**src/cpr_pkg.sv**
```systemverilog
package cpr_pkg;
   // ==========================================================
   // Command encodings on the simplified command bus
   localparam logic [2:0] CPR_CMD_NOP  = 3'h0;
   localparam logic [2:0] CPR_CMD_MRS  = 3'h1;
   localparam logic [2:0] CPR_CMD_RD   = 3'h2;
   localparam logic [2:0] CPR_CMD_RDA  = 3'h3;
   localparam logic [2:0] CPR_CMD_WR   = 3'h4;
   localparam logic [2:0] CPR_CMD_PREA = 3'h5;
   // ==========================================================
   // Mode register selects and fields
   localparam logic [2:0] CPR_MR0      = 3'h0;
   localparam logic [2:0] CPR_MR3      = 3'h3;
   localparam int         CPR_MR3_EN   = 2;
   localparam int         CPR_MR0_BL0  = 0;
   localparam int         CPR_A_BC     = 12;
   localparam int         CPR_A_NIB    = 2;
   localparam logic [1:0] CPR_BL_FIX8  = 2'h0;
   localparam logic [1:0] CPR_BL_OTF   = 2'h1;
   localparam logic [1:0] CPR_BL_FIX4  = 2'h2;
   localparam logic [1:0] CPR_LOC_CAL  = 2'h0;
   localparam logic [7:0] CPR_CAL_PAT  = 8'haa;
   localparam logic [7:0] CPR_RFU_PAT  = 8'h00;
   // ==========================================================
   // Timing counts, in core_clk cycles
   localparam int         CPR_RL_DEF   = 6;
   localparam int         CPR_TRP      = 6;
   localparam int         CPR_TMRD     = 4;
   localparam int         CPR_TMOD     = 12;
   localparam int         CPR_PATTERN_READ_RECOVERY_TIME    = 1;
   localparam int         CPR_BURST8   = 8;
   localparam int         CPR_BURST4   = 4;
endpackage

```
**src/cpr_link_if.sv**
```systemverilog
`timescale 1ns/1ps
`default_nettype none
interface cpr_link_if;
   logic [2:0]  cmd;
   logic [2:0]  ba;
   logic [12:0] addr;
   logic        cmd_valid;
   logic        rst_cmd;
   logic [15:0] dq_out;
   logic        dq_oe;
   logic [15:0] dq_in;
   logic        dll_locked;
   modport device (input cmd, ba, addr, cmd_valid, rst_cmd, dq_in,
                   output dq_out, dq_oe, dll_locked);
   modport ctrl   (output cmd, ba, addr, cmd_valid, rst_cmd, dq_in,
                   input dq_out, dq_oe, dll_locked);
endinterface
`default_nettype wire

```
**src/cpr_device.sv**
```systemverilog
`timescale 1ns/1ps
`default_nettype none
// Contract
// - MR3 write with A2 high enters mode
// - Controller precharges all banks before entry
// - Reads come from selected pattern location
// - Controller issues only reads until exit
// - Read with auto-precharge acts as read
// - No other commands; reset still honoured
// - A2 clear means normal array access
// - Bit 0 per lane carries pattern
// - Controller keeps column A1:A0 zero
// - Eight-beat reads use A2 zero, order 0-7
// - Chopped reads: A2 picks lower/upper nibble
// - Bank and other column bits ignored
// - A12 chops on fly if MR0 allows
// - Burst starts after read latency AL+CL
// - Controller waits for DLL lock first
// - Order bit 0 is LSB, 7 MSB
// - Location zero gives 0,1,0,1 pattern
// - Controller waits mode delays after entry
// - Controller issues no writes in mode
// - Controller waits recovery before exit
// - After exit, normal commands resume
module cpr_device
   import cpr_pkg::*;
#(
   parameter int  RL        = CPR_RL_DEF,
   parameter int  DLL_LOCK  = 16,
   parameter bit  REPLICATE = 1'b1,
   parameter int  ARR_DEPTH = 32
) (
   input  wire logic core_clk,
   input  wire logic reset,
   cpr_link_if.device link,
   output logic      pattern_mode,
   output logic      array_rd_done
);
   // ==========================================================
   // Mode registers
   logic [1:0]  loc_reg;
   logic [1:0]  blmode_reg;
   logic [7:0]  lock_cnt_reg;
   logic        lock_reg;
   logic        rd_cmd;
   logic        mrs_cmd;
   logic        wr_cmd;
   logic        rst_any;

   // One decode for the read, write and mode register strobes; PREA is not decoded
   function automatic logic cmd_hit(input logic       valid,
                                    input logic [2:0] code,
                                    input logic [2:0] want);
      return valid && (code == want);
   endfunction

   assign rst_any = reset;
   // Auto-precharge half of a read is dropped; both read codes behave alike
   assign rd_cmd  = cmd_hit(link.cmd_valid, link.cmd, CPR_CMD_RD) ||
                    cmd_hit(link.cmd_valid, link.cmd, CPR_CMD_RDA);
   assign mrs_cmd = cmd_hit(link.cmd_valid, link.cmd, CPR_CMD_MRS);
   assign wr_cmd  = cmd_hit(link.cmd_valid, link.cmd, CPR_CMD_WR);

   always_ff @(posedge core_clk or posedge rst_any) begin
      if (rst_any) begin
         pattern_mode <= 1'b0;
         loc_reg      <= CPR_LOC_CAL;
         blmode_reg   <= CPR_BL_FIX8;
      end else if (link.rst_cmd) begin
         pattern_mode <= 1'b0;
      end else if (mrs_cmd) begin
         if (link.ba == CPR_MR3) begin
            pattern_mode <= link.addr[CPR_MR3_EN];
            loc_reg      <= link.addr[1:0];
         end
         if (link.ba == CPR_MR0) begin
            blmode_reg <= link.addr[CPR_MR0_BL0+1:CPR_MR0_BL0];
         end
      end
   end

   // Models DLL lock after reset so the controller can wait on it
   always_ff @(posedge core_clk or posedge rst_any) begin
      if (rst_any) begin
         lock_cnt_reg <= '0;
         lock_reg     <= 1'b0;
      end else if (lock_cnt_reg == 8'(DLL_LOCK)) begin
         lock_reg <= 1'b1;
      end else begin
         lock_cnt_reg <= lock_cnt_reg + 8'h01;
      end
   end
   assign link.dll_locked = lock_reg;

   // ==========================================================
   // Burst shaping: A2, A12 only; banks, A[1:0] and A[11:3] ignored
   logic        chop;
   logic [2:0]  start;
   logic [7:0]  pat;
   assign chop  = (blmode_reg == CPR_BL_FIX4) ||
                  (blmode_reg == CPR_BL_OTF && !link.addr[CPR_A_BC]);
   // Nibble start only matters when chopped; eight-beat reads start at beat 0
   assign start = (chop && link.addr[CPR_A_NIB]) ? 3'h4 : 3'h0;
   assign pat   = (loc_reg == CPR_LOC_CAL) ? CPR_CAL_PAT : CPR_RFU_PAT;

   // ==========================================================
   // Latency pipe: RL stages carrying a launch request
   typedef struct packed {
      logic       go;
      logic       chop;
      logic       calibration_pattern_register;
      logic [2:0] start;
      logic [7:0] pat;
      logic [4:0] col;
   } cpr_req_t;
   cpr_req_t pipe_reg [RL];
   always_ff @(posedge core_clk or posedge rst_any) begin
      if (rst_any) begin
         for (int i = 0; i < RL; i++) begin
            pipe_reg[i] <= '0;
         end
      end else if (link.rst_cmd) begin
         // A reset request drops reads still in flight
         for (int i = 0; i < RL; i++) begin
            pipe_reg[i] <= '0;
         end
      end else begin
         // Requests march one stage a cycle, so command spacing is kept
         pipe_reg[0] <= '{rd_cmd, chop, pattern_mode, start, pat, link.addr[4:0]};
         for (int i = 1; i < RL; i++) begin
            pipe_reg[i] <= pipe_reg[i-1];
         end
      end
   end

   // ==========================================================
   // Array: small word store, written in normal mode only
   // Not reset: a word reads back sensibly only after it was written
   logic [15:0] arr_reg [ARR_DEPTH];
   always_ff @(posedge core_clk) begin
      if (!pattern_mode && wr_cmd) begin
         arr_reg[link.addr[4:0]] <= link.dq_in;
      end
   end

   // ==========================================================
   // Output burst engine
   logic [3:0]  left_reg;
   logic [2:0]  beat_reg;
   logic        mpr_reg;
   logic [7:0]  pat_reg;
   logic [4:0]  col_reg;
   logic        bit_now;
   logic [15:0] lane_bits;
   cpr_req_t    head;
   assign head    = pipe_reg[RL-1];
   assign bit_now = pat_reg[beat_reg];
   // Prime bit of each byte lane carries the pattern; the rest copy it or idle low
   for (genvar g = 0; g < 16; g++) begin : g_lane
      if (g % 8 == 0) begin : g_prime
         assign lane_bits[g] = bit_now;
      end else begin : g_rest
         assign lane_bits[g] = REPLICATE ? bit_now : 1'b0;
      end
   end
   always_ff @(posedge core_clk or posedge rst_any) begin
      if (rst_any) begin
         left_reg      <= '0;
         beat_reg      <= '0;
         mpr_reg       <= 1'b0;
         pat_reg       <= '0;
         col_reg       <= '0;
         link.dq_out   <= '0;
         link.dq_oe    <= 1'b0;
         array_rd_done <= 1'b0;
      end else if (link.rst_cmd) begin
         // Burst is cut short and the bus let go at once
         left_reg      <= '0;
         link.dq_oe    <= 1'b0;
         array_rd_done <= 1'b0;
      end else begin
         array_rd_done <= 1'b0;
         if (head.go) begin
            left_reg <= head.chop ? 4'(CPR_BURST4) : 4'(CPR_BURST8);
            beat_reg <= head.start;
            mpr_reg  <= head.calibration_pattern_register;
            pat_reg  <= head.pat;
            col_reg  <= head.col;
         end else if (left_reg != '0) begin
            left_reg <= left_reg - 4'h1;
            beat_reg <= beat_reg + 3'h1;
            col_reg  <= col_reg + 5'h01;
            if (left_reg == 4'h1 && !mpr_reg) begin
               array_rd_done <= 1'b1;
            end
         end
         // Enable rises with the first beat's data, not a cycle ahead of it
         link.dq_oe <= (left_reg != '0) && !head.go;
         if (left_reg != '0 && !head.go) begin
            if (mpr_reg) begin
               link.dq_out <= lane_bits;
            end else begin
               link.dq_out <= arr_reg[col_reg];
            end
         end
      end
   end
endmodule
`default_nettype wire

```
**src/flat_wrapper.sv**
```systemverilog
// flat-port wrapper written by rule: the top's interface ports become plain ports
module cpr_device_flat import cpr_pkg::*;
#(
   parameter int  RL        = CPR_RL_DEF,
   parameter int  DLL_LOCK  = 16,
   parameter bit  REPLICATE = 1'b1,
   parameter int  ARR_DEPTH = 32
)
  (core_clk, reset, pattern_mode, array_rd_done, link_cmd, link_ba, link_addr, link_cmd_valid, link_rst_cmd, link_dq_in, link_dq_out, link_dq_oe, link_dll_locked);
  cpr_link_if link_i ();
  input  wire logic core_clk;
  input  wire logic reset;
  output logic pattern_mode;
  output logic array_rd_done;
  input wire logic [$bits(link_i.cmd)-1:0] link_cmd;
  input wire logic [$bits(link_i.ba)-1:0] link_ba;
  input wire logic [$bits(link_i.addr)-1:0] link_addr;
  input wire logic [$bits(link_i.cmd_valid)-1:0] link_cmd_valid;
  input wire logic [$bits(link_i.rst_cmd)-1:0] link_rst_cmd;
  input wire logic [$bits(link_i.dq_in)-1:0] link_dq_in;
  output wire logic [$bits(link_i.dq_out)-1:0] link_dq_out;
  output wire logic [$bits(link_i.dq_oe)-1:0] link_dq_oe;
  output wire logic [$bits(link_i.dll_locked)-1:0] link_dll_locked;
  assign link_i.cmd = link_cmd;
  assign link_i.ba = link_ba;
  assign link_i.addr = link_addr;
  assign link_i.cmd_valid = link_cmd_valid;
  assign link_i.rst_cmd = link_rst_cmd;
  assign link_i.dq_in = link_dq_in;
  assign link_dq_out = link_i.dq_out;
  assign link_dq_oe = link_i.dq_oe;
  assign link_dll_locked = link_i.dll_locked;
  cpr_device #(.RL(RL), .DLL_LOCK(DLL_LOCK), .REPLICATE(REPLICATE), .ARR_DEPTH(ARR_DEPTH)) u_core (.core_clk(core_clk), .reset(reset), .link(link_i), .pattern_mode(pattern_mode), .array_rd_done(array_rd_done));
endmodule
```
**config.mk**
```make
export PLATFORM = sky130hd
export DESIGN_NAME = cpr_device_flat
export DESIGN_NICKNAME = d
export VERILOG_FILES = /design/src/cpr_pkg.sv /design/src/cpr_link_if.sv /design/src/cpr_device.sv /design/src/flat_wrapper.sv
export SDC_FILE = /design/constraint.sdc
export NUM_CORES = 1
export LEC_CHECK = 0
export BUFFER_PORTS_ARGS = -buffer_cell sky130_fd_sc_hd__buf_2
export CAP_MARGIN = 20
export CELL_PAD_IN_SITES_DETAIL_PLACEMENT = 0
export CELL_PAD_IN_SITES_GLOBAL_PLACEMENT = 2
export CORE_AREA = 2 2 339 207
export CTS_BUF_LIST = sky130_fd_sc_hd__clkbuf_8
export CTS_CLUSTER_SIZE = 28
export DETAILED_ROUTE_END_ITERATION = 12
export DIE_AREA = 0 0 341 209
export PLACE_DENSITY = 0.59
export SYNTH_ARGS = -nofsm -noshare
export SYNTH_HDL_FRONTEND = slang
export SYNTH_SLANG_ARGS = --single-unit
```
**constraint.sdc**
```tcl
create_clock -name core_clk -period 2.55 [get_ports core_clk]
set_input_delay 0.1275 -clock core_clk [delete_from_list [all_inputs] [get_ports core_clk]]
set_output_delay 0.1275 -clock core_clk [all_outputs]
set_load 0.005 [all_outputs]
```
==> run_results.csv, run 1 <==
group,metric,value,unit
run_status,status,"finished clean",
synthesis,synthDistinctLibCells,59,
timing,fin_tns_setup,0,ps
cells_and_area,multi_input_area,5330,um2
worst_setup_path,critPathKind,"reg2reg",
routing,drtPass1Iterations,5,
timing,slew_headroom,49.4,%
placement,place.gp.congestion,0.760,
cells_and_area,seq_area,17800,um2
synthesis,yosysWarnings,0,
placement,io_buffer_count,51,
routing,first_iter_violations,1042,
timing,drv_slew,0,
clocking,cts_max_path_buffers,3,
floorplan,die_w,341,um
cells_and_area,largest_reg_flops,512,
placement,dp_hpwl,36400,um
timing,fmax,413,MHz
synthesis,synthCells,1304,
worst_setup_path,cpMostUsedCell,"buf_4",
clocking,cts_sinks,610,
routing,vias,12300,
clocking,cts-htree-levels,3,
cells_and_area,area_growth,17.2,%
global_route,grt_max_degree,91,
timing,min_period_over_period,94.9,%
worst_setup_path,critPathRequiredTime,2960,ps
global_route,grt_pass1_vias,12500,
routing,drtAntennaViolNets,0,
timing,setup_slack,131,ps
cells_and_area,nets,1553,
timing,hold_viol_final,0,
floorplan,rows,75,
routing,wl_per_cell,23.3,um
clocking,root_buffer,"clkbuf_8",
worst_setup_path,reg2reg_slack,130,ps
timing,final.min_clock_period,2420,ps
pwr,power_density,945,nW/um2
routing,wirelength,58300,um
floorplan,core-area,68600,um2
synthesis,syn_area_per_cell,18.1,um2
worst_setup_path,cp.arrival,2830,ps
clocking,path_clk_slew,60,ps
routing,drc,0,
clocking,cts_tree,"built",
pwr,ir_worst_vdd,0.395,mV
global_route,grt_pass1_wl,85800,um
cells_and_area,layout-drive-gt1-share,23.6,%
clocking,cts_buffers,93,
clocking,post_cts_buffers,0,
timing,finalSetupViolations,0,
clocking,insertion_delay,720,ps
worst_setup_path,slowest_stage,"or3b_2",
synthesis,ys_seq_area_share,75.6,%
global_route,antenna_found_initial,1,
timing,finClkSkew,33.1,ps
synthesis,ys_seq_elements,610,
floorplan,dieArea,71300,um2
global_route,gr-total-overflow,0,
synthesis,synth-async-reset-ratio,16.1,%
synthesis,synth_fp_nets,1349,
synthesis,synthTopCellsByArea,"edfxtp_1 (65%), dfrtp_1 (10%), mux4_2 (5.9%)",
worst_setup_path,start_kind,"flop",
global_route,grt_use_total,16.6,%
worst_setup_path,cp-end-kind,"flop",
routing,via_per_inst,4.92,
synthesis,syn_area,23600,um2
synthesis,yosysTopAreaCell,"edfxtp_1",
synthesis,synth_top_flop_cell,"edfxtp_1",
pwr,p_leak,9.62,nW
synthesis,synth-edff-count,512,
floorplan,die_h,209,um
floorplan,io_pins,59,
timing,tightest_slew,759,ps
synthesis,synth_top_area_share,65.2,%
placement,dp_slack,96.0,ps
worst_setup_path,path_max_fanout,8,
floorplan,initial_core_util,34.4,%
cells_and_area,nFillCells,6236,
worst_setup_path,worstPathCellList,"nor4_1, buf_4, or3b_2, nor2_1, buf_4",
worst_hold_path,hold_path.class,"in2reg",
timing,rsz0062_at_grt,"no",
flow_run,maxCapViolCount,0,
worst_setup_path,slowest_delay,650,ps
metrics by stage:
step | instance area (um2) | instances | hold slack (ps) | power (mW) | utilization (%)
4_1_cts | 27600 | 2507 | 15.8 | 26.4 | 40.3
5_1_grt | 27600 | 2507 | 39.2 | 27.4 | 40.3
3_5_place_dp | 25500 | 2299 | 94.4 | 18.7 | 37.2
6_report | 27600 | 2509 | 41.2 | 26.1 | 40.3
3_3_place_gp | 25500 | 2298 | 98.2 | 18.7 | 37.2
2_1_floorplan | 23600 | 1304 | 226 | 16.0 | -
per-layer routing:
metal	vias to the layer above	routed length (um)	part of all wire, %	track usage, %
li1	5554	-	-	-
met1	6384	30100	52	26.6
met2	316	24000	41	22.5
met5	-	0	0	0
met4	0	970	1.7	3.98
met3	93	3200	5.5	3.70
cells by family (layout without fill, tap and decap cells):
family                     Yosys count  in the layout  share of synthesized area [%]
AOI/OAI and AO/OA                  148            148                           4.45
xor gates and xnor gates            10             10                          0.372
adders and majority gates            6              6                          0.318
buffers and inverters               80            359                           1.97
DFF                                610            610                           75.6
muxes                              168            168                           11.2
other                                0              2                              0
and+or+nand+nor                    282            282                           6.06
report_power, final:
group          total [mW]  internal [mW]  switching, mW  leakage [nW]
Sequential           11.4           11.1          0.282          5.88
Clock                7.56           3.70           3.86          1.01
Combinational        7.19           3.07           4.11          2.73
final timing paths:
check | from | cells past startpoint | endpoint
min | link_dq_in[4] | 1 | u_core.arr_reg[24][4]
max reg2reg | u_core.pattern_mode | 5 | u_core.arr_reg[24][14]
min in group asynchronous | reset | 4 | u_core.left_reg[2]
min reg2reg | u_core.loc_reg[1] | 1 | u_core.pipe_reg[105]
max in group asynchronous | reset | 5 | u_core.col_reg[1]
max | u_core.pattern_mode | 5 | u_core.arr_reg[24][14]
placed cells by master (no fill, tap or decap), drive strengths merged, types with 23 or more instances in the layout:
| cell type | count |
|---|---|
| nand2 | 68 |
| clkbuf | 99 |
| edfxtp | 512 |
| mux2i | 80 |
| clkinv | 23 |
| o21ai | 26 |
| mux4 | 72 |
| inv | 50 |
| o22ai | 26 |
| nor2b | 54 |
| dlygate4sd3 | 38 |
| buf | 144 |
| nor2 | 82 |
| dfrtp | 98 |
synthesized netlist by cell type, types with 15 or more instances:
library cell	number
mux4_2	62
nand2_1	68
dfrtp_1	98
nor2b_1	54
mux2i_1	80
o22ai_1	26
o22a_1	15
buf_2	21
a31oi_1	16
nor2_1	82
o21ai_0	26
mux2_2	16
edfxtp_1	512
clkbuf_1	32
critical path: cells and delay by family, from the launching register on:
family	cells	cell delay, ps
and+or+nand+nor	3	1330
DFF	1	380
buffers and inverters	2	400
what timing repair did:
item,in CTS,in global routing
gates resized for setup,0,0
hold buffers,38,0
endpoints found under the hold margin,540,0
cell type report:
class                   instances  share of cell area, %
diodes                          2                 0.0181
flip-flops and latches        610                   64.6
clock inverters                71                   1.25
inverters                       7                  0.109
multi-input cells             614                   19.3
repair buffers                182                   5.69
well taps                     924                   4.18
clock buffers                  99                   4.93
Note: power is estimated with default switching activity, not from simulation.
==> run 2, diff against run 1 <==
Settings changed: CELL_PAD_IN_SITES_GLOBAL_PLACEMENT 2 to 1, PLACE_DENSITY 0.59 to 0.54.
==> run 2 against run 1 <==
Against the previous run:
- design area is 0.21% lower
- clock power is 3.2% higher
- first-iteration DRC count is 7.8% higher
- maximum frequency is 1.6% lower
- total power is 0.39% higher
- global-route usage is 0.11 points higher
- critical path depth stayed put
- sequential share of layout area is 0.13 points higher
- utilization is 0.084 points lower
- die area stayed put
- highest routed layer unchanged
==> run_results.csv, run 2 (synthesis results as in run 1) <==
group,metric,value,unit
global_route,top_usage_layer,"met1",
timing,finalSetupViolations,0,
routing,first_iter_violations,1123,
global_route,grtUsageMet2,22.7,%
timing,min_period_over_period,96.4,%
global_route,gr-total-overflow,0,
clocking,cts-htree-levels,3,
global_route,use_met1,26.4,%
placement,dp_hpwl,36300,um
routing,drtAntennaViolNets,0,
global_route,grt_pass1_wl,86400,um
floorplan,initial_core_util,34.4,%
floorplan,core-area,68600,um2
pwr,p_leak,9.59,nW
clocking,cts_tree,"built",
global_route,antenna_found_initial,3,
floorplan,rows,75,
worst_setup_path,slowest_stage,"or3b_2",
run_status,status,"finished clean",
cells_and_area,largest_reg_flops,512,
floorplan,io_pins,59,
routing,wl_per_cell,23.5,um
placement,dp_slack,28.3,ps
global_route,grt_use_total,16.7,%
worst_setup_path,cp.arrival,2850,ps
timing,rsz0062_at_grt,"no",
placement,io_buffer_count,51,
clocking,cts_max_path_buffers,3,
worst_setup_path,cp-end-kind,"flop",
timing,slew_headroom,46.2,%
floorplan,die_w,341,um
routing,vias,12500,
timing,tightest_slew,803,ps
worst_setup_path,slowest_delay,650,ps
clocking,insertion_delay,700,ps
cells_and_area,final_cell_mix,"edfxtp_1 (512), clkbuf_8 (102), dfrtp_1 (95), mux2i_1 (80), buf_4 (76)",
clocking,path_clk_slew,70,ps
routing,via_per_inst,4.99,
clocking,cts_sinks,610,
timing,setup_slack,91.5,ps
worst_setup_path,critPathRequiredTime,2950,ps
cells_and_area,multi_input_area,5310,um2
pwr,ir_worst_vdd,0.412,mV
routing,wirelength,58800,um
pwr,power_density,951,nW/um2
routing,drtPass1Iterations,5,
routing,drc,0,
global_route,grt_pass1_vias,12600,
worst_hold_path,hold_path.class,"in2async",
cells_and_area,final_common_cell,"edfxtp_1",
worst_setup_path,worstPathCellList,"nor4_1, buf_4, or3b_2, nor2_1, buf_12",
worst_setup_path,critPathKind,"reg2reg",
cells_and_area,layout-drive-gt1-share,23.7,%
clocking,root_buffer,"clkbuf_8",
placement,placed_area,25500,um2
global_route,grt_max_degree,59,
worst_setup_path,start_kind,"flop",
timing,drv_slew,0,
cells_and_area,nets,1544,
cells_and_area,seq_area,17800,um2
timing,fmax,407,MHz
floorplan,dieArea,71300,um2
clocking,post_cts_buffers,0,
timing,final.min_clock_period,2460,ps
floorplan,die_h,209,um
placement,place.gp.congestion,0.771,
global_route,grtUsageMet3,4.45,%
timing,fin_tns_setup,0,ps
cells_and_area,area_growth,17.0,%
clocking,cts_buffers,91,
cells_and_area,fin_area,27600,um2
flow_run,maxCapViolCount,0,
timing,finClkSkew,18.6,ps
cells_and_area,nFillCells,6226,
timing,hold_viol_final,0,
worst_setup_path,path_max_fanout,13,
==> run 2: cell count changes in the layout (fill, tap and decap cells not counted), sizes merged <==
cell         before  now
buf             144  143
bufinv            1    3
clkinv           23   30
inv              50   40
clkbuf           99  102
dlygate4sd3      38   32
clkinvlp          4    1
==> run 2: through the flow <==
step / std cells / hold WS (ps) / power (mW) / utilization [%]
3_3_place_gp: 2298 / 259 / 18.6 / 37.1
5_1_grt: 2501 / 30.5 / 27.6 / 40.2
3_5_place_dp: 2298 / 262 / 18.6 / 37.1
4_1_cts: 2499 / 8.19 / 26.5 / 40.2
2_1_floorplan: 1304 / 226 / 16.0 / -
6_report: 2501 / 56.9 / 26.2 / 40.2
==> run 2: per-layer routing <==
layer / routed length, um / part of all wire, % / up-vias
met2: 24100 / 41 / 334
met4: 803 / 1.4 / 0
met3: 3780 / 6.4 / 75
met1: 30100 / 51 / 6532
li1: - / - / 5538
met5: 0 / 0 / -
==> run 2: timing repair <==
item	4_1_cts	5_1_grt
hold buffers	32	0
hold endpoints to repair	527	0
setup endpoints to repair	3	0
resized for setup	1	0
==> run 2: path summary, 6_finish.rpt <==
kind                                startpoint                endpoint  slack (ps)  cells after the start
setup / recovery           u_core.pattern_mode  u_core.arr_reg[28][13]          90                      5
hold / removal                           reset    u_core.array_rd_done          60                      3
setup reg to reg           u_core.pattern_mode  u_core.arr_reg[28][13]          90                      5
hold reg to reg              u_core.loc_reg[1]    u_core.pipe_reg[105]         420                      1
max in group asynchronous                reset   u_core.link.dq_out[3]        1840                      4
min in group core_clk            link_dq_in[7]   u_core.arr_reg[28][7]          60                      1
==> run 2: cell type report <==
cell class / instances / area share [%]
Multi-Input combinational cell: 614 / 19.3
Antenna cell: 2 / 0.0182
Sequential cell: 610 / 64.7
Timing Repair Buffer: 175 / 5.32
Inverter: 7 / 0.109
Clock buffer: 102 / 5.09
Tap cell: 924 / 4.19
Clock inverter: 67 / 1.32
==> run 2: power by group <==
group	total, mW	switching [mW]	internal [mW]	leakage [nW]
clock	7.80	3.81	3.98	1.03
sequential	11.4	0.344	11.1	5.88
combinational	6.99	4.03	2.96	2.68
==> run 2: worst max-delay path: cells and delay by family (launching register included) <==
family | cells | cell delay, ps
AND/OR/NAND/NOR | 3 | 1340
flip-flops | 1 | 410
buffers and inverters | 2 | 400
==> run 3, diff against run 2 <==
Settings changed: MAX_ROUTING_LAYER set to met4.
==> run 3 against run 2 <==
Against the previous run:
- critical path depth stayed put
- worst hold slack worse by 2.3 ps
- total power hardly changed
- sequential power hardly changed
- maximum frequency is 0.15% lower
- sequential share of layout area stayed put
- largest power group unchanged
- highest routed layer unchanged
==> run_results.csv, run 3 (synthesis results as in run 1) <==
group,metric,value,unit
worst_setup_path,reg2reg_slack,90,ps
worst_setup_path,cp.arrival,2860,ps
run_status,status,"finished clean",
clocking,cts_tree,"built",
floorplan,die_h,209,um
timing,final.min_clock_period,2460,ps
worst_setup_path,path_max_fanout,13,
worst_setup_path,critPathKind,"reg2reg",
clocking,post_cts_buffers,0,
floorplan,initial_core_util,34.4,%
timing,fmax,406,MHz
clocking,path_clk_slew,70,ps
global_route,antenna_found_initial,3,
floorplan,core-area,68600,um2
flow_run,maxCapViolCount,0,
cells_and_area,area_growth,17.0,%
timing,hold_viol_final,0,
cells_and_area,largest_reg_flops,512,
worst_setup_path,crit-reg2reg-launch,"u_core.pattern_mode",
timing,tightest_slew,811,ps
clocking,cts_max_path_buffers,3,
routing,first_iter_violations,1075,
cells_and_area,fin_area,27600,um2
placement,placed_area,25500,um2
timing,drv_slew,0,
clocking,cts_sinks,610,
worst_setup_path,start_kind,"flop",
placement,dp_hpwl,36300,um
worst_setup_path,worst-r2r-cell-count,5,
routing,via_per_inst,5.02,
cells_and_area,nFillCells,6226,
pwr,p_leak,9.59,nW
pwr,finalPower,26.2,mW
global_route,grt_use_total,17.2,%
floorplan,die_w,341,um
cells_and_area,final_cell_mix,"edfxtp_1 (512), clkbuf_8 (102), dfrtp_1 (95), mux2i_1 (80), buf_4 (76)",
cells_and_area,layout-drive-gt1-share,23.7,%
timing,finalSetupViolations,0,
routing,drtPass1Iterations,5,
worst_setup_path,critPathRequiredTime,2950,ps
cells_and_area,nets,1544,
floorplan,io_pins,59,
worst_setup_path,slowest_stage,"or3b_2",
clocking,insertion_delay,700,ps
placement,io_buffer_count,51,
global_route,gr-total-overflow,0,
worst_hold_path,hold_path.class,"in2async",
pwr,power_density,951,nW/um2
worst_setup_path,worst_r2r_endpoint,"u_core.arr_reg[28][8]",
timing,rsz0062_at_grt,"no",
global_route,grt_pass1_vias,12600,
global_route,grt_pass1_wl,86400,um
timing,fin_hold_ws,54.6,ps
floorplan,rows,75,
worst_setup_path,slowest_delay,650,ps
clocking,root_buffer,"clkbuf_8",
routing,wirelength,58800,um
timing,min_period_over_period,96.6,%
routing,drtAntennaViolNets,0,
clocking,cts_buffers,91,
global_route,grt_max_degree,59,
worst_setup_path,worstPathCellList,"nor4_1, buf_4, or3b_2, nor2_1, buf_12",
routing,wl_per_cell,23.5,um
clocking,cts-htree-levels,3,
pwr,ir_worst_vdd,0.411,mV
timing,slew_headroom,45.6,%
placement,place.gp.congestion,0.782,
floorplan,dieArea,71300,um2
routing,vias,12500,
worst_setup_path,cp-end-kind,"flop",
timing,fin_tns_setup,0,ps
cells_and_area,final_common_cell,"edfxtp_1",
routing,drc,0,
timing,finClkSkew,18.0,ps
## run 3: timing repair
item | 4_1_cts | 5_1_grt
hold endpoints to repair | 527 | 0
resized for setup | 1 | 0
setup endpoints to repair | 3 | 0
hold buffers | 32 | 0
## run 3: worst max path at each step
stage,depth (start not counted),slack (ps),startpoint,endpoint
after global routing,8,10,u_core.left_reg[0],u_core.link.dq_out[15]
after detailed placement,5,30,u_core.pattern_mode,u_core.arr_reg[24][9]
after global placement,5,100,u_core.pattern_mode,u_core.arr_reg[24][2]
after CTS,5,50,u_core.pattern_mode,u_core.arr_reg[28][9]
final,5,90,u_core.pattern_mode,u_core.arr_reg[28][8]
after floorplan,4,-30,u_core.pattern_mode,u_core.arr_reg[28][0]
## run 3: cell type report
| class | count | area [um2] | share of cell area [%] |
|---|---|---|---|
| Clock buffer | 102 | 1400 | 5.09 |
| Timing Repair Buffer | 175 | 1470 | 5.32 |
| Tap cell | 924 | 1160 | 4.19 |
| Sequential cell | 610 | 17800 | 64.7 |
| Clock inverter | 67 | 363 | 1.32 |
| Multi-Input combinational cell | 614 | 5310 | 19.3 |
| Inverter | 7 | 30.0 | 0.109 |
| Antenna cell | 2 | 5.00 | 0.0182 |
## run 3: per-layer routing
metal | wire length, um | up-vias | GRT usage, %
met5 | 0 | - | -
met4 | 879 | 0 | 3.74
met3 | 3870 | 87 | 4.49
met2 | 24200 | 339 | 22.7
met1 | 29900 | 6583 | 26.3
li1 | - | 5536 | -
## run 3: power breakdown
part	internal [mW]	switching (mW)
Sequential	11.1	0.343
Clock	3.98	3.81
Combinational	2.96	4.04
Total	18.0	8.20
## run 3: worst max-delay path: cells and delay by family, from the launching register on
family        cells  cell delay [ps]
buf+inv           2              400
flops             1              410
simple gates      3             1340
## run 3: stage by stage
step,util (%),std cells,setup slack [ps]
after global placement,37.1,2298,96.7
after global routing,40.2,2499,12.7
after floorplan,-,1304,-34.3
final,40.2,2501,87.7
after CTS,40.2,2499,46.0
after detailed placement,37.1,2298,28.3
